==> config.mk <==
export PLATFORM = sky130hd
export DESIGN_NAME = fcp_top
export DESIGN_NICKNAME = d
export VERILOG_FILES = /design/src/fcp_pkg.sv /design/src/fcp_top.sv
export SDC_FILE = /design/constraint.sdc
export NUM_CORES = 1
export LEC_CHECK = 0
export ABC_AREA = 1
export BUFFER_PORTS_ARGS = -buffer_cell sky130_fd_sc_hd__buf_2
export CAP_MARGIN = 40
export CORE_UTILIZATION = 56
export CTS_CLUSTER_DIAMETER = 50
export DETAILED_ROUTE_END_ITERATION = 8
export PLACE_DENSITY = 0.76
export SYNTH_ARGS = -nofsm -noshare
export SYNTH_HDL_FRONTEND = slang
export SYNTH_SLANG_ARGS = --single-unit
==> constraint.sdc <==
create_clock -name core_clk -period 2.8 [get_ports core_clk]
set_clock_uncertainty 0.05 [all_clocks]
set_input_delay 0.56 -clock core_clk [delete_from_list [all_inputs] [get_ports core_clk]]
set_output_delay 0.56 -clock core_clk [all_outputs]
set_load 0.05 [all_outputs]
==> src/fcp_pkg.sv <==
// Package for the four-channel modulated DAC output block.
// Assumes a single core clock; used by fcp_top, its checker and tb_top.
package fcp_pkg;
  // Register map on the plain register port
  localparam logic [1:0] ADDR_CTRL_A = 2'h0;
  localparam logic [1:0] ADDR_CTRL_B = 2'h1;
  localparam logic [1:0] ADDR_DBUF   = 2'h2;
  localparam logic [1:0] ADDR_STATUS = 2'h3;
  // mod_control_a fields
  localparam int RES0_BIT  = 0;
  localparam int RES1_BIT  = 1;
  localparam int ABORT_BIT = 2;
  localparam int DIV_BIT   = 3;
  // mod_control_b fields
  localparam int HALF_BIT  = 0;
  localparam int CHS_LO    = 1;
  localparam int RUN_LO    = 4;
  localparam logic [7:0] CTRL_A_RST = 8'h00;
  localparam logic [7:0] CTRL_B_RST = 8'h00;
  // Timing: counter spans 2^16 core cycles at most
  localparam int CNT_W     = 16;
  localparam int SUB12_W   = 4;
  localparam int SUB14_W   = 6;
  localparam int LOW_W     = 8;
  localparam int UP12_W    = 4;
  localparam int UP14_W    = 6;
  localparam logic [CNT_W-1:0] CNT_ONES = 16'hFFFF;
  localparam logic [7:0] BYTE_ZERO = 8'h00;
endpackage : fcp_pkg

==> src/fcp_top.sv <==
// Four-channel modulated output unit, active-low outputs.
// Assumes a register master on core_clk and an external RC filter.
`timescale 1ns/1ps
// Notes on behaviour
// - Four channels, two also 14-bit capable
// - Channels 0,1 select 12 or 14 bits
// - Channels 2,3 fixed at 12-bit timing
// - Outputs active low, idle high
// - Outputs held high during STOP
// - STOP holds both control registers at reset
// - 12-bit period 2^13/2^14, 16 sub-periods
// - 14-bit period 2^15/2^16, 64 sub-periods
// - Low byte n gives n units low
// - 12-bit upper m adds m pulses
// - 12-bit additional-pulse bit-to-slot mapping
// - 14-bit upper m adds m pulses
// - 14-bit additional-pulse bit-to-slot mapping
// - Counter held at ones while idle
// - Latch loads only when counter all ones
// - Abort forces high; run starts channel
module fcp_top #(
  parameter int NCH = 4
) (
  input  wire logic       core_clk,
  input  wire logic       rst_n,
  input  wire logic       stop_mode,
  input  wire logic [1:0] reg_addr,
  input  wire logic [7:0] reg_wdata,
  input  wire logic       reg_wr,
  input  wire logic       reg_rd,
  output logic      [7:0] reg_rdata,
  output logic            mod_out_ch0,
  output logic            mod_out_ch1,
  output logic            mod_out_ch2,
  output logic            mod_out_ch3
);
  ////////////////////////////////////////////////////////////////////////////
  logic [7:0]             mod_control_a_q;
  logic [7:0]             mod_control_b_q;
  logic [7:0]             mod_data_buffer_q;
  logic                   stop_s1_q;
  logic                   stop_s2_q;
  logic [fcp_pkg::CNT_W-1:0] cnt_q;
  logic [7:0]             buf_lo_q  [NCH];
  logic [5:0]             buf_hi_q  [NCH];
  logic [7:0]             lat_lo_q  [NCH];
  logic [5:0]             mod_latch_upper_q [NCH];
  logic [NCH-1:0]         out_q;
  logic                   mod_abort;
  logic                   clock_halve_select;
  logic [1:0]             channel_resolution_select;
  logic [1:0]             channel_latch_select;
  logic                   latch_half_select;
  logic [3:0]             channel_run;
  logic                   cnt_hold;
  logic                   any_zero_lo;

  assign mod_abort                 = mod_control_a_q[fcp_pkg::ABORT_BIT];
  assign clock_halve_select        = mod_control_a_q[fcp_pkg::DIV_BIT];
  assign channel_resolution_select = {mod_control_a_q[fcp_pkg::RES1_BIT],
                                      mod_control_a_q[fcp_pkg::RES0_BIT]};
  assign latch_half_select         = mod_control_b_q[fcp_pkg::HALF_BIT];
  assign channel_latch_select      = mod_control_b_q[fcp_pkg::CHS_LO +: 2];
  assign channel_run               = mod_control_b_q[fcp_pkg::RUN_LO +: 4];

  ////////////////////////////////////////////////////////////////////////////
  // STOP pin from outside the domain: two flops first
  always_ff @(posedge core_clk or negedge rst_n) begin
    if (!rst_n) begin
      stop_s1_q <= 1'b0;
      stop_s2_q <= 1'b0;
    end else begin
      stop_s1_q <= stop_mode;
      stop_s2_q <= stop_s1_q;
    end
  end

  ////////////////////////////////////////////////////////////////////////////
  // Control registers; held at reset value during STOP so that
  // they come back initialised on return to normal mode
  always_ff @(posedge core_clk or negedge rst_n) begin
    if (!rst_n) begin
      mod_control_a_q <= fcp_pkg::CTRL_A_RST;
      mod_control_b_q <= fcp_pkg::CTRL_B_RST;
    end else if (stop_s2_q) begin
      mod_control_a_q <= fcp_pkg::CTRL_A_RST;
      mod_control_b_q <= fcp_pkg::CTRL_B_RST;
    end else if (reg_wr) begin
      if (reg_addr == fcp_pkg::ADDR_CTRL_A) begin
        mod_control_a_q <= reg_wdata;
      end
      if (reg_addr == fcp_pkg::ADDR_CTRL_B) begin
        mod_control_b_q <= reg_wdata;
      end
    end
  end

  // Shared data buffer: half select steers the write into a
  // per-channel low or upper staging byte
  always_ff @(posedge core_clk or negedge rst_n) begin
    if (!rst_n) begin
      mod_data_buffer_q <= 8'h00;
      for (int i = 0; i < NCH; i++) begin
        buf_lo_q[i] <= 8'h00;
        buf_hi_q[i] <= 6'h00;
      end
    end else if (reg_wr && reg_addr == fcp_pkg::ADDR_DBUF) begin
      mod_data_buffer_q <= reg_wdata;
      if (latch_half_select) begin
        buf_hi_q[channel_latch_select] <= reg_wdata[5:0];
      end else begin
        buf_lo_q[channel_latch_select] <= reg_wdata;
      end
    end
  end

  always_ff @(posedge core_clk or negedge rst_n) begin
    if (!rst_n) begin
      reg_rdata <= 8'h00;
    end else if (reg_rd) begin
      case (reg_addr)
        fcp_pkg::ADDR_CTRL_A: reg_rdata <= mod_control_a_q;
        fcp_pkg::ADDR_CTRL_B: reg_rdata <= mod_control_b_q;
        fcp_pkg::ADDR_DBUF:   reg_rdata <= mod_data_buffer_q;
        fcp_pkg::ADDR_STATUS: reg_rdata <= {4'h0, ~out_q};
        default:              reg_rdata <= 8'h00;
      endcase
    end else begin
      reg_rdata <= 8'h00;
    end
  end

  ////////////////////////////////////////////////////////////////////////////
  // Shared free-running counter
  always_comb begin
    any_zero_lo = 1'b0;
    for (int i = 0; i < NCH; i++) begin
      if (channel_run[i] && lat_lo_q[i] == fcp_pkg::BYTE_ZERO) begin
        any_zero_lo = 1'b1;
      end
    end
  end

  assign cnt_hold = stop_s2_q || mod_abort || channel_run == 4'h0 ||
                    any_zero_lo;

  always_ff @(posedge core_clk or negedge rst_n) begin
    if (!rst_n) begin
      cnt_q <= fcp_pkg::CNT_ONES;
    end else if (cnt_hold) begin
      cnt_q <= fcp_pkg::CNT_ONES;
    end else begin
      cnt_q <= cnt_q + 1'b1;
    end
  end

  // Staged values enter the active latch only at counter all ones;
  // a zero low byte still loads so the hold can be released
  always_ff @(posedge core_clk or negedge rst_n) begin
    if (!rst_n) begin
      for (int i = 0; i < NCH; i++) begin
        lat_lo_q[i]          <= 8'h00;
        mod_latch_upper_q[i] <= 6'h00;
      end
    end else if (cnt_q == fcp_pkg::CNT_ONES) begin
      for (int i = 0; i < NCH; i++) begin
        lat_lo_q[i]          <= buf_lo_q[i];
        mod_latch_upper_q[i] <= buf_hi_q[i];
      end
    end
  end

  ////////////////////////////////////////////////////////////////////////////
  // Extra-pulse slot decode: lowest set bit of the slot index picks
  // the upper bit, so upper bit k owns 2^k slots and m slots in all
  function automatic logic extra_hit(input logic [5:0] slot,
                                     input logic [5:0] upper,
                                     input logic       wide);
    int   w;
    logic found;
    logic hit;
    w     = wide ? fcp_pkg::SUB14_W : fcp_pkg::SUB12_W;
    found = 1'b0;
    hit   = 1'b0;
    for (int b = 0; b < fcp_pkg::SUB14_W; b++) begin
      if (b < w && !found && slot[b]) begin
        found = 1'b1;
        hit   = upper[w-1-b];
      end
    end
    extra_hit = hit;
  endfunction : extra_hit

  genvar g;
  generate
    for (g = 0; g < NCH; g++) begin : g_ch
      logic       wide;
      logic [5:0] slot;
      logic [8:0] tick;
      logic [8:0] width;
      if (g < 2) begin : g_sel
        assign wide = channel_resolution_select[g];
      end else begin : g_fix
        assign wide = 1'b0;
      end
      // Unit is 2 or 4 core clocks; 256 units per sub-period
      always_comb begin
        if (clock_halve_select) begin
          tick = cnt_q[10:2];
          slot = wide ? cnt_q[15:10] : {2'h0, cnt_q[13:10]};
        end else begin
          tick = cnt_q[9:1];
          slot = wide ? cnt_q[14:9] : {2'h0, cnt_q[12:9]};
        end
      end
      assign width = {1'b0, lat_lo_q[g]} +
                     {8'h00, extra_hit(slot, mod_latch_upper_q[g], wide)};
      always_ff @(posedge core_clk or negedge rst_n) begin
        if (!rst_n) begin
          out_q[g] <= 1'b1;
        end else if (stop_s2_q || mod_abort || !channel_run[g] ||
                     cnt_hold) begin
          out_q[g] <= 1'b1;
        end else begin
          out_q[g] <= !({1'b0, tick[7:0]} < width);
        end
      end
    end
  endgenerate

  assign mod_out_ch0 = out_q[0];
  assign mod_out_ch1 = out_q[1];
  assign mod_out_ch2 = out_q[2];
  assign mod_out_ch3 = out_q[3];

endmodule : fcp_top

## Yosys cells after proc, flatten, opt, wreduce, memory -nomap -nowiden

Cells that the tools add are included.

- Register bits: 162
- Bits in latches: 0
- RAM bits: 0
- Bits in read-only memories: 0
- Bits of input ports: 15
- Output and inout port bits: 12
- Logic and storage cells: 259
- Memories: 0

- Add/sub/neg operators: 17
- Multiply operators: 0
- Div/mod/pow operators: 0
- $lt $le $gt $ge: 30
- Equality and inequality tests: 4
- Shift operators: 0
- Mux-type cells: 102
- Bitwise gates (word level): 3
- Reductions and logical operators: 76

Operators with widths:

| cell | count |
|---|---|
| 32-bit by 5-bit less-than comparator with 1-bit output (second input constant) | 8 |
| 8-bit 2-to-1 mux | 9 |
| 1-bit 2-to-1 mux | 65 |
| 6-bit 2-to-1 mux | 7 |
| 8-bit by 1-bit adder with 9-bit output | 4 |
| 1-bit binary-select mux with 3-bit select | 12 |
| 8-bit by 9-bit less-than comparator with 1-bit output | 4 |
| 32-bit bitwise mux | 1 |
| 8-bit logical NOT | 4 |
| 8-bit case mux with 4 select lines | 1 |
| 1-bit logical AND | 31 |
| 24-bit bitwise mux | 1 |
| 1-bit logical NOT | 21 |
| 4-bit by 3-bit subtractor with 5-bit output (second input constant) | 4 |
| 4-bit by 4-bit subtractor with 5-bit output (second input constant) | 4 |
| 16-bit by 1-bit adder with 16-bit output (second input constant) | 1 |
| 8-bit demux with 2-bit select | 1 |
| 16-bit equality test (second input constant) | 1 |
| 16-bit 2-to-1 mux | 1 |
| 6-bit demux with 2-bit select | 1 |
| 1-bit by 3-bit less-than comparator with 1-bit output (first input constant) | 4 |
| 2-bit by 3-bit less-than comparator with 1-bit output (first input constant) | 4 |
| 3-bit less-than comparator (first input constant) | 4 |
| 1-bit logical OR | 11 |
| 17 further kinds | 28 |

## Longest topological paths before layout

Gate-level depths: netlist of run 1.

- Depth after elaboration: 28
- Depth in mapped cells: 23

## Worst setup path after synthesis of run 1

Ideal clock, no wire load.

- Path kind: register -> register
- Start: register cnt_q[12] in the netlist's numbering
- End: register out_q[2], in the netlist mod_out_ch2
- Library setup time: 0.060 ns
- Data arrival time: 2.809 ns
- Data required time: 2.690 ns
- Path slack: -0.119 ns
- Cell stages (with the launch flop): 17
- Buffers on the path: 0
- Clock period less this slack: 2.919 ns
- Cell sequence: dfstp_2 -> inv_1 -> o21ai_0 -> nand2_1 -> o21ai_0 -> ha_1 -> ha_1 -> nand2_1 -> nor2_1 -> nand3_1 -> xor2_1 -> ha_1 -> a21oi_1 -> or2_2 -> nand3_1 -> nor2_1 -> nand2_1

- Cells in the longest elaborated chain, start to end: 10

RTL lines:

| what | RTL line | text |
|---|---|---|
| start, declared | fcp_top.sv:43 | `logic [fcp_pkg::CNT_W-1:0] cnt_q;` |
| start signal, assigned | fcp_top.sv:149 | `cnt_q <= fcp_pkg::CNT_ONES;` |
| start signal, assigned | fcp_top.sv:151 | `cnt_q <= fcp_pkg::CNT_ONES;` |
| start signal, assigned | fcp_top.sv:153 | `cnt_q <= cnt_q + 1'b1;` |
| 4-bit 2-to-1 mux * | fcp_top.sv:208 | `if (clock_halve_select) begin` |
| 1-bit logical AND | fcp_top.sv:186 | `if (b < w && !found && slot[b]) begin` |
| 1-bit 2-to-1 mux | fcp_top.sv:186 |  |
| 1-bit logical NOT | fcp_top.sv:186 |  |
| 1-bit logical AND | fcp_top.sv:186 |  |
| 1-bit 2-to-1 mux * | fcp_top.sv:186 |  |
| 8-bit by 1-bit adder with 9-bit output * | fcp_top.sv:216 | `assign width = {1'b0, lat_lo_q[g]} +` |
| 8-bit by 9-bit less-than comparator with 1-bit output * | fcp_top.sv:225 | `out_q[g] <= !({1'b0, tick[7:0]} < width);` |
| 1-bit logical NOT * | fcp_top.sv:225 |  |
| 1-bit 2-to-1 mux * | fcp_top.sv:221 | `end else if (stop_s2_q \|\| mod_abort \|\| !channel_run[g] \|\|` |
| end signal, assigned by index | fcp_top.sv:225 |  |
| end, declared | fcp_top.sv:48 | `logic [NCH-1:0] out_q;` |

Mark *: on every way between the ends. The rest lies on a longest branch, timed or not.
A chain may end at the register's enable or synchronous reset.

## Final worst setup path of run 1

- Start: register mod_control_a_q[3]
- End: register out_q[2], in the netlist mod_out_ch2

- Cells in the longest elaborated chain, start to end: 15

RTL lines:

| what | RTL line | text |
|---|---|---|
| start, declared | fcp_top.sv:38 | `logic [7:0] mod_control_a_q;` |
| start signal, assigned | fcp_top.sv:83 | `mod_control_a_q <= fcp_pkg::CTRL_A_RST;` |
| start signal, assigned | fcp_top.sv:86 | `mod_control_a_q <= fcp_pkg::CTRL_A_RST;` |
| start signal, assigned | fcp_top.sv:90 | `mod_control_a_q <= reg_wdata;` |
| 4-bit 2-to-1 mux | fcp_top.sv:208 |  |
| 1-bit 2-to-1 mux | fcp_top.sv:186 |  |
| 1-bit logical NOT | fcp_top.sv:186 |  |
| 1-bit logical AND | fcp_top.sv:186 |  |
| 1-bit 2-to-1 mux | fcp_top.sv:186 |  |
| 1-bit logical NOT | fcp_top.sv:186 |  |
| 1-bit logical AND | fcp_top.sv:186 |  |
| 1-bit 2-to-1 mux | fcp_top.sv:186 |  |
| 1-bit logical NOT | fcp_top.sv:186 |  |
| 1-bit logical AND | fcp_top.sv:186 |  |
| 1-bit 2-to-1 mux | fcp_top.sv:186 |  |
| 8-bit by 1-bit adder with 9-bit output | fcp_top.sv:216 |  |
| 8-bit by 9-bit less-than comparator with 1-bit output * | fcp_top.sv:225 |  |
| 1-bit logical NOT * | fcp_top.sv:225 |  |
| 1-bit 2-to-1 mux * | fcp_top.sv:221 |  |

Marked as above.

==> impl_metrics.csv, run 1 <==
group,metric,value,unit
final_layout,final_cell_mix,"265 x nand2_1, 137 x dfrtp_1, 90 x inv_1",
global_routing,antenna_found_initial,1,
global_routing,grt_pass1_wl,34500,um
final_layout,layout_commonest_cell,"nand2_1",
timing,timing.hold.ws,0.0510,ns
clocking,clock_sinks,158,
final_layout,num_antenna_cells,0,
drt,routedWlPerCell,17.3,um
place,dp_hpwl,14900,um
final_layout,multi_input_area,4120,um2
setup_path,worstPathArrival,3.36,ns
timing,fin_tns_setup,-0.746,ns
timing,setup_slack,-0.238,ns
setup_path,start_kind,"flip-flop",
timing,finalWorstPathRequiredPeriod,3.04,ns
timing,tightest_slew,0.613,ns
place,gp_congestion,0.897,
die,fp.dieW,123,um
setup_path,path_class,"reg -> reg",
yosys,synth_flop_cell,"dfrtp_1",
yosys,synth_area,8260,um2
drt,routed_wl,22300,um
timing,slew_headroom,58.7,%
yosys,syn_nets,1054,
timing,hold_viol,0,
power_and_ir_drop,peakVddDrop,0.832,mV
flow_run,maxCapViolCount,0,
global_routing,grt_max_degree,65,
timing,slew_violations,0,
global_routing,track_usage,30.8,%
yosys,synthArstFlopShare,100,%
clocking,clk_latency,0.43,ns
final_layout,drive_gt1_share,23.3,%
timing,setup_viol,4,
power_and_ir_drop,p_leak,4.84,nW
timing,fin_crit_sh,109,%
yosys,yosysTopAreaCellShare,41.8,%
die,die_height,123,um
clocking,clock_path_buffers,2,
die,fp.coreArea,14500,um2
clocking,holdBufCountCts,0,
die,die_area,15200,um2
clocking,h-tree-depth,4,
power_and_ir_drop,power.total,0.0101,W
place,place_area,8940,um2
final_layout,postLayoutCellArea,10000,um2
yosys,synth_top_area_cell,"dfrtp_1",
status,violations,"negative setup slack",
global_routing,grt_overflow,0,
drt,first_iter_violations,608,
drt,drc,0,
yosys,yosysUniqueCellTypes,39,
die,num_rows,44,
yosys,ys_seq_area_share,48.2,%
clocking,numCtsBuffers,17,
timing,rsz0062_at_grt,"yes",
yosys,yosys-top-cells-area,"dfrtp_1 42%, nand2_1 13%, dfstp_2 6.4%, o21ai_0 5.6%, ha_1 5.6%",
final_layout,final.fill_count,1112,
drt,routed-via-count,7164,
yosys,synth_edf_count,0,
clocking,clk_pin_slew,0.06,ns
setup_path,crit_path_max_fanout,7,
die,start_util,57.0,%
drt,dr.pass1.iters,7,
yosys,synth_seq_cells,158,
timing,max_freq,0.329,GHz
final_layout,regArea,3980,um2
yosys,netlist_instances,1002,
status,status,"finished, violations left",
yosys,synth.avg_cell_area,8.24,um2
final_layout,layout.nets,1142,
power_and_ir_drop,pwr_density_cell,1000,nW/um2
hold_path,hp-class,"in -> async",
yosys,synth_warnings,0,
global_routing,first_global_vias,6643,
place,numPortBuffers,26,
final_layout,area_growth,21.7,%
clocking,clock-root-buffer,"clkbuf_16",
die,ios,27,
setup_path,crit_path_end_kind,"flip-flop",
clocking,cts_tree,"built",
drt,via_per_inst,5.58,
setup_path,worst_ep_required_time,3.12,ns
drt,drtAntennaViolNets,0,
==> sequential cells by signal (all words and copies together) (netlist names) <==
signal / cells
mod_out_ch3: 1
mod_data_buffer_q: 8
mod_out_ch2: 1
stop_s2_q: 1
buf_hi_q: 20
stop_s1_q: 1
lat_lo_q: 32
mod_out_ch1: 1
mod_control_a_q: 8
reg_rdata: 8
mod_control_b_q: 8
cnt_q: 16
buf_lo_q: 32
mod_latch_upper_q: 20
mod_out_ch0: 1
==> synthesized netlist by cell type (2+ instances only) <==
master	instances
nand2_2	4
clkbuf_1	11
nand4_1	13
dfstp_2	20
nand2_1	286
a31oi_1	3
ha_1	37
o21bai_1	2
or2_2	4
nor3_1	14
nor2_2	2
nor2_1	80
a21oi_1	15
o21ai_0	93
dfrtp_1	138
o22ai_1	2
inv_1	97
xor2_1	26
o21ai_1	64
inv_2	2
clkbuf_2	2
o2bb2ai_1	4
nand2_4	4
buf_6	10
buf_2	5
nor2_4	2
xnor2_1	4
a211oi_1	3
o21ai_2	8
nand3_1	38
==> layout make-up <==
type	count	area share [%]
clock buffers	21	4.58
multi-input cells	715	41.1
well taps	184	2.29
repair buffers	98	7.54
inverters	100	3.81
clock inverters	9	1.11
flip-flops and latches	158	39.6
==> metal layers <==
layer	up-vias	track usage [%]	part of all wire, %
met4	2	11.4	2.7
li1	3436	-	-
met5	-	0	0.040
met3	58	8.16	7.1
met1	3434	42.3	44
met2	234	47.0	46
==> power by group <==
part           leakage, nW  total [W]  internal (W)  switching [W]
clock network        0.276    0.00227       0.00135       0.000916
registers             2.02    0.00342       0.00290       0.000520
logic                 2.54    0.00437       0.00157        0.00280
==> repair_timing <==
item                                   CTS  global route
setup endpoints to repair                4             4
setup buffers                            7             9
pin swaps                               34            43
resized for setup                       73            32
endpoints found under the hold margin    0             0
==> through the flow <==
step / worst slack, ns / utilization, % / instances
final: -0.238 / 69.4 / 1285
after floorplan: -0.00201 / - / 1002
after detailed placement: -0.305 / 61.7 / 1239
after CTS: -0.129 / 68.0 / 1276
after global placement: -0.198 / 61.7 / 1239
after global routing: -0.410 / 69.4 / 1285
==> cell families (layout without fill, tap and decap cells) <==
kind of cell             Yosys count  count (layout)  share of synthesized area (%)
AND/OR/NAND/NOR                  454             454                           23.5
AO/OA/AOI/OAI                    194             194                           12.5
flip-flops                       158             158                           48.2
buffers and inverters            129             228                           6.99
XOR/XNOR                          30              30                           3.18
adder cells (fa/ha/maj)           37              37                           5.61
==> path summary, 6_finish.rpt <==
check	to	slack, ns	depth (start not counted)	from
worst max-delay path	mod_out_ch2	-0.24	21	mod_control_a_q[3]
worst min-delay path	reg_rdata[7]	0.05	1	rst_n
worst max register to register	mod_out_ch2	-0.24	21	mod_control_a_q[3]
worst min register to register	stop_s2_q	0.30	0	stop_s1_q
max in group asynchronous	buf_hi_q[12]	1.84	2	rst_n
min in group core_clk	stop_s1_q	0.19	1	stop_mode
==> critical path, stage by stage (launching register included) <==
cell,delay (ns)
dfrtp_2,0.48
inv_4,0.11
nand2_4,0.06
nand2_4,0.09
nand2_4,0.07
nor2_4,0.12
buf_4,0.13
nand2_4,0.05
o21ai_2,0.14
ha_2,0.23
ha_4,0.15
nand2_4,0.05
nor2_4,0.16
nand3_2,0.08
xor2_1,0.17
ha_1,0.32
nand2_1,0.08
nor2_2,0.15
nand2_1,0.07
nor2_1,0.08
nor2_1,0.05
nand2_1,0.05
(Power assumes the default switching activity.)
==> inputs of run 2 (changes only) <==
BUFFER_PORTS_ARGS = not set   (was -buffer_cell sky130_fd_sc_hd__buf_2)
CORE_UTILIZATION = 50   (was 56)
DONT_BUFFER_PORTS = 1   (was not set)
PLACE_DENSITY = 0.68   (was 0.76)
==> impl_metrics.csv, run 2 (synthesized netlist as in run 1, its figures left out) <==
group,metric,value,unit
global_routing,first_global_vias,6563,
global_routing,grt_pass1_wl,34300,um
drt,routed_wl,22600,um
timing,slew_violations,0,
die,die_height,131,um
timing,fin_tns_setup,-0.948,ns
final_layout,layout_commonest_cell,"nand2_1",
drt,first_iter_violations,591,
power_and_ir_drop,pwr_density_cell,1020,nW/um2
global_routing,antenna_found_initial,0,
drt,routed-via-count,6984,
power_and_ir_drop,p_leak,4.78,nW
final_layout,drive_gt1_share,21.8,%
place,numPortBuffers,0,
clocking,clock_sinks,158,
flow_run,maxCapViolCount,0,
timing,fin_crit_sh,110,%
die,fp.coreArea,16000,um2
setup_path,start_kind,"flip-flop",
status,violations,"negative hold slack, negative setup slack",
power_and_ir_drop,power.total,0.0102,W
setup_path,rr_worst_depth,23,
global_routing,grt_max_degree,159,
timing,tightest_slew,0.647,ns
final_layout,final.fill_count,1367,
setup_path,path_class,"reg -> reg",
status,status,"finished, violations left",
final_layout,layout.nets,1117,
final_layout,stdcell_count,1294,
final_layout,area_growth,21.6,%
setup_path,worstPathArrival,3.39,ns
timing,rsz0062_at_grt,"yes",
setup_path,crit_path_end_kind,"flip-flop",
clocking,numCtsBuffers,17,
timing,finalWorstPathRequiredPeriod,3.08,ns
drt,dr.pass1.iters,5,
die,die_area,17000,um2
hold_path,hp-class,"in -> async",
timing,slew_headroom,56.8,%
clocking,clk_latency,0.43,ns
die,ios,27,
timing,setup_slack,-0.282,ns
drt,via_per_inst,5.40,
die,fp.dieW,131,um
power_and_ir_drop,peakVddDrop,0.746,mV
die,num_rows,46,
timing,setup_viol,4,
clocking,cts_tree,"built",
drt,routedWlPerCell,17.5,um
place,dp_slack,-0.452,ns
global_routing,grt_overflow,0,
clocking,clock-root-buffer,"clkbuf_16",
timing,max_freq,0.324,GHz
place,dp.cells,1245,
final_layout,largestRegisters,"buf_lo_q: 32 flops, lat_lo_q: 32 flops",
timing,hold_viol,158,
final_layout,multi_input_area,4190,um2
final_layout,regArea,3980,um2
setup_path,crit_path_max_fanout,5,
timing,timing.hold.ws,-0.222,ns
clocking,clock_path_buffers,2,
final_layout,final_cell_mix,"264 x nand2_1, 137 x dfrtp_1, 92 x inv_1",
global_routing,track_usage,27.2,%
drt,drc,0,
place,gp_congestion,0.854,
clocking,clk_pin_slew,0.07,ns
die,start_util,51.6,%
clocking,h-tree-depth,4,
setup_path,worst_ep_required_time,3.11,ns
drt,drtAntennaViolNets,0,
place,dp_hpwl,14700,um
final_layout,num_antenna_cells,0,
==> run 2: changes by cell type in the layout (fill, tap and decap cells not counted), moves of 3 or more <==
cell,change
buf_4,+4
buf_2,-25
ha_4,+3
o21ai_1,+3
nor2_4,+3
inv_2,-3
inv_8,+3
nor2_2,-3
==> run 2: final timing paths <==
kind	from	to	slack [ns]
max reg2reg	mod_control_a_q[3]	mod_out_ch0	-0.28
max in group asynchronous	rst_n	mod_out_ch0	2.71
min reg2reg	stop_s1_q	stop_s2_q	0.31
min in group core_clk	stop_mode	stop_s1_q	0.10
min	rst_n	buf_lo_q[21]	-0.22
max	mod_control_a_q[3]	mod_out_ch0	-0.28
==> run 2: per-stage QoR <==
step | area [um2] | utilization [%]
3_3_place_gp | 8830 | 55.2
6_report | 10000 | 62.7
2_1_floorplan | 8310 | -
4_1_cts | 9720 | 60.7
5_1_grt | 10000 | 62.7
3_5_place_dp | 8830 | 55.2
==> run 2: area by class of cell <==
cell class | instances | share of cell area, %
sequential | 158 | 39.6
tap | 216 | 2.69
multi-input combinational | 715 | 41.8
timing repair buffer | 73 | 5.97
clock buffer | 18 | 4.37
clock inverter | 14 | 1.72
inverter | 100 | 3.84
==> run 2: what timing repair did <==
action                                  in CTS  in global routing
endpoints found under the setup margin       4                  4
endpoints found under the hold margin      158                157
gates resized for setup                     51                 61
cloned                                       0                  0
pin swaps                                   30                 47
setup buffers                               11                  7
==> run 2: critical path, cell delays in order, from the launching register on <==
cell     delay [ns]
dfrtp_2        0.47
inv_4          0.11
nand2_2        0.08
nand2_4        0.09
nand2_4        0.07
nor3_4         0.23
buf_6          0.13
nand2_2        0.03
nor2_1         0.09
nand2_1        0.07
nand2_2        0.10
ha_4           0.15
nand2_4        0.06
nor2_4         0.13
nand3_2        0.11
nor3_4         0.18
xor2_2         0.25
ha_4           0.24
nand2_1        0.05
o21ai_1        0.05
inv_1          0.05
nand2_1        0.04
nor2_1         0.09
nand2_1        0.07
==> run 2: layer usage <==
metal / wire length (um) / share of wire, % / GRT usage, % / up-vias
met5: 0 / 0 / 0 / -
met2: 10500 / 47 / 42.7 / 203
met3: 1270 / 5.6 / 5.70 / 47
met1: 10000 / 44 / 36.4 / 3363
li1: - / - / - / 3371
met4: 733 / 3.2 / 12.1 / 0
==> run 2: power by group <==
part / total (W) / switching (W) / internal [W]
Clock: 0.00242 / 0.00105 / 0.00137
Sequential: 0.00348 / 0.000583 / 0.00290
Combinational: 0.00431 / 0.00271 / 0.00160
==> inputs of run 3 (changes only) <==
CORE_MARGIN = 1.5   (was not set)
CTS_BUF_LIST = sky130_fd_sc_hd__clkbuf_4   (was not set)
PLACE_DENSITY = not set   (was 0.68)
clock period = 3.3 ns   (was 2.8 ns; I/O delays follow)
==> impl_metrics.csv, run 3 (synthesized netlist as in run 1, its figures left out) <==
group,metric,value,unit
status,status,"finished, violations left",
status,violations,"negative hold slack",
drt,routed_wl,20600,um
power_and_ir_drop,p_leak,4.29,nW
setup_path,worstPathArrival,3.54,ns
final_layout,area_growth,8.11,%
timing,max_freq,0.323,GHz
clocking,numCtsBuffers,17,
global_routing,first_global_vias,5846,
global_routing,use_met3,4.94,%
die,ios,27,
power_and_ir_drop,pwr_density_cell,800,nW/um2
drt,drc,0,
place,gp_congestion,0.856,
timing,fin_crit_sh,93.7,%
global_routing,grt_use_met1,37.3,%
timing,fin_tns_setup,0,ns
timing,slew_violations,0,
timing,finalWorstPathRequiredPeriod,3.09,ns
drt,routedWlPerCell,16.5,um
global_routing,grt_use_met2,36.6,%
clocking,clk_latency,0.58,ns
global_routing,grt_pass1_wl,33000,um
global_routing,antenna_found_initial,1,
setup_path,crit_path_max_fanout,7,
setup_path,crit_path_end_kind,"flip-flop",
final_layout,final_cell_mix,"277 x nand2_1, 137 x dfrtp_1, 95 x inv_1",
drt,dr.pass1.iters,6,
timing,hold_viol,139,
die,fp.dieW,132,um
die,die_area,17300,um2
timing,tightest_slew,0.714,ns
final_layout,largestRegisters,"buf_lo_q: 32 flops, lat_lo_q: 32 flops",
drt,first_iter_violations,498,
global_routing,busiest_layer,"met1",
die,die_height,132,um
clocking,h-tree-depth,4,
global_routing,grt_max_degree,159,
clocking,clock_path_buffers,2,
die,num_rows,46,
place,dp_hpwl,14400,um
die,start_util,51.6,%
drt,drtAntennaViolNets,0,
setup_path,start_kind,"flip-flop",
die,fp.coreArea,16000,um2
global_routing,grt_overflow,0,
setup_path,crit_family,"simple AND/OR/NAND/NOR gates",
clocking,clk_pin_slew,0.16,ns
timing,timing.hold.ws,-0.297,ns
final_layout,layout_commonest_cell,"nand2_1",
setup_path,path_cells,"inv_2 > nand2_2 > nand2_2 > nand2_4 > nor3_4 > buf_6 > nand2_1 > nor2_1 > nand2_1 > nand2_2 > ha_4 > nand2_2 > nor2_4 > nand3_2 > nor3_2 > xor2_1 > ha_1 > nand2_1 > o21ai_1 > inv_1 > nand2_1 > nor2_1 > nand2_1",
final_layout,drive_gt1_share,13.6,%
flow_run,maxCapViolCount,0,
drt,routed-via-count,6396,
power_and_ir_drop,peakVddDrop,0.708,mV
clocking,clock_sinks,158,
setup_path,path_class,"reg -> reg",
global_routing,track_usage,24.9,%
setup_path,cpMostUsedCell,"nand2_1",
final_layout,layout.nets,1070,
drt,via_per_inst,5.13,
hold_path,hp-class,"in -> async",
setup_path,worst_ep_required_time,3.75,ns
clocking,cts_tree,"built",
timing,slew_headroom,52.4,%
place,numPortBuffers,0,
clocking,clock-root-buffer,"clkbuf_4",
setup_path,crit_buf_inv,3,
timing,setup_viol,0,
setup_path,slowest_delay,0.49,ns
setup_path,slowest_stage,"dfrtp_2",
[run 3: changes by cell type in the layout (fill, tap and decap cells not counted), sizes merged]
cell	change
dlygate4sd3	+1
clkinv	+1
buf	-48
bufinv	-2
diode	+1
clkinvlp	+3
inv	-2
[run 3: worst paths after layout]
kind	startpoint	end	slack, ns	depth (start not counted)
max in group asynchronous	rst_n	cnt_q[1]	3.12	0
worst max register to register	mod_control_a_q[3]	mod_out_ch0	0.21	23
worst min-delay path	rst_n	buf_lo_q[15]	-0.30	0
worst min register to register	stop_s1_q	stop_s2_q	0.32	0
worst max-delay path	mod_control_a_q[3]	mod_out_ch0	0.21	23
min in group core_clk	reg_rd	reg_rdata[7]	0.15	2
[run 3: area by class of cell]
| cell class | count | area, um2 |
|---|---|---|
| Antenna cell | 1 | 2.50 |
| Clock buffer | 18 | 135 |
| Clock inverter | 14 | 110 |
| Fill cell | 1559 | 7070 |
| Inverter | 100 | 380 |
| Multi-Input combinational cell | 715 | 3830 |
| Sequential cell | 158 | 3980 |
| Tap cell | 216 | 270 |
| Timing Repair Buffer | 26 | 221 |
[run 3: what timing repair did]
action | CTS | global route
setup buffers | 0 | 5
setup endpoints to repair | 0 | 4
endpoints found under the hold margin | 158 | 159
gates resized for setup | 0 | 49
[run 3: layer usage]
layer,vias up,share of wire [%]
li1,3285,-
met1,2979,50
met2,113,44
met3,19,4.5
met4,0,1.6
met5,-,0
[run 3: report_power, final]
group          switching (W)  total, W  internal (W)
clock               0.000758   0.00108      0.000320
combinational        0.00207   0.00317       0.00110
sequential          0.000436   0.00289       0.00246
total                0.00326   0.00714       0.00388
[run 3: worst reg2reg max path: cells and delay by family (launching register included)]
family	cells	cell delay (ns)
simple gates	16	1.47
fa+ha+maj	2	0.44
buf+inv	3	0.29
flops	1	0.49
compound gates	1	0.07
xor+xnor	1	0.22
[run 3: metrics by stage]
| step | power (W) | std cells | instance area, um2 | util, % | setup WS (ns) |
|---|---|---|---|---|---|
| 2_1_floorplan | 0.00523 | 1002 | 8260 | - | 0.381 |
| 3_3_place_gp | 0.00593 | 1209 | 8490 | 53.1 | 0.0650 |
| 3_5_place_dp | 0.00597 | 1209 | 8490 | 53.1 | 0.0490 |
| 4_1_cts | 0.00706 | 1241 | 8740 | 54.6 | 0.0257 |
| 5_1_grt | 0.00777 | 1248 | 8930 | 55.8 | -0.0291 |
| 6_report | 0.00714 | 1248 | 8930 | 55.8 | 0.208 |
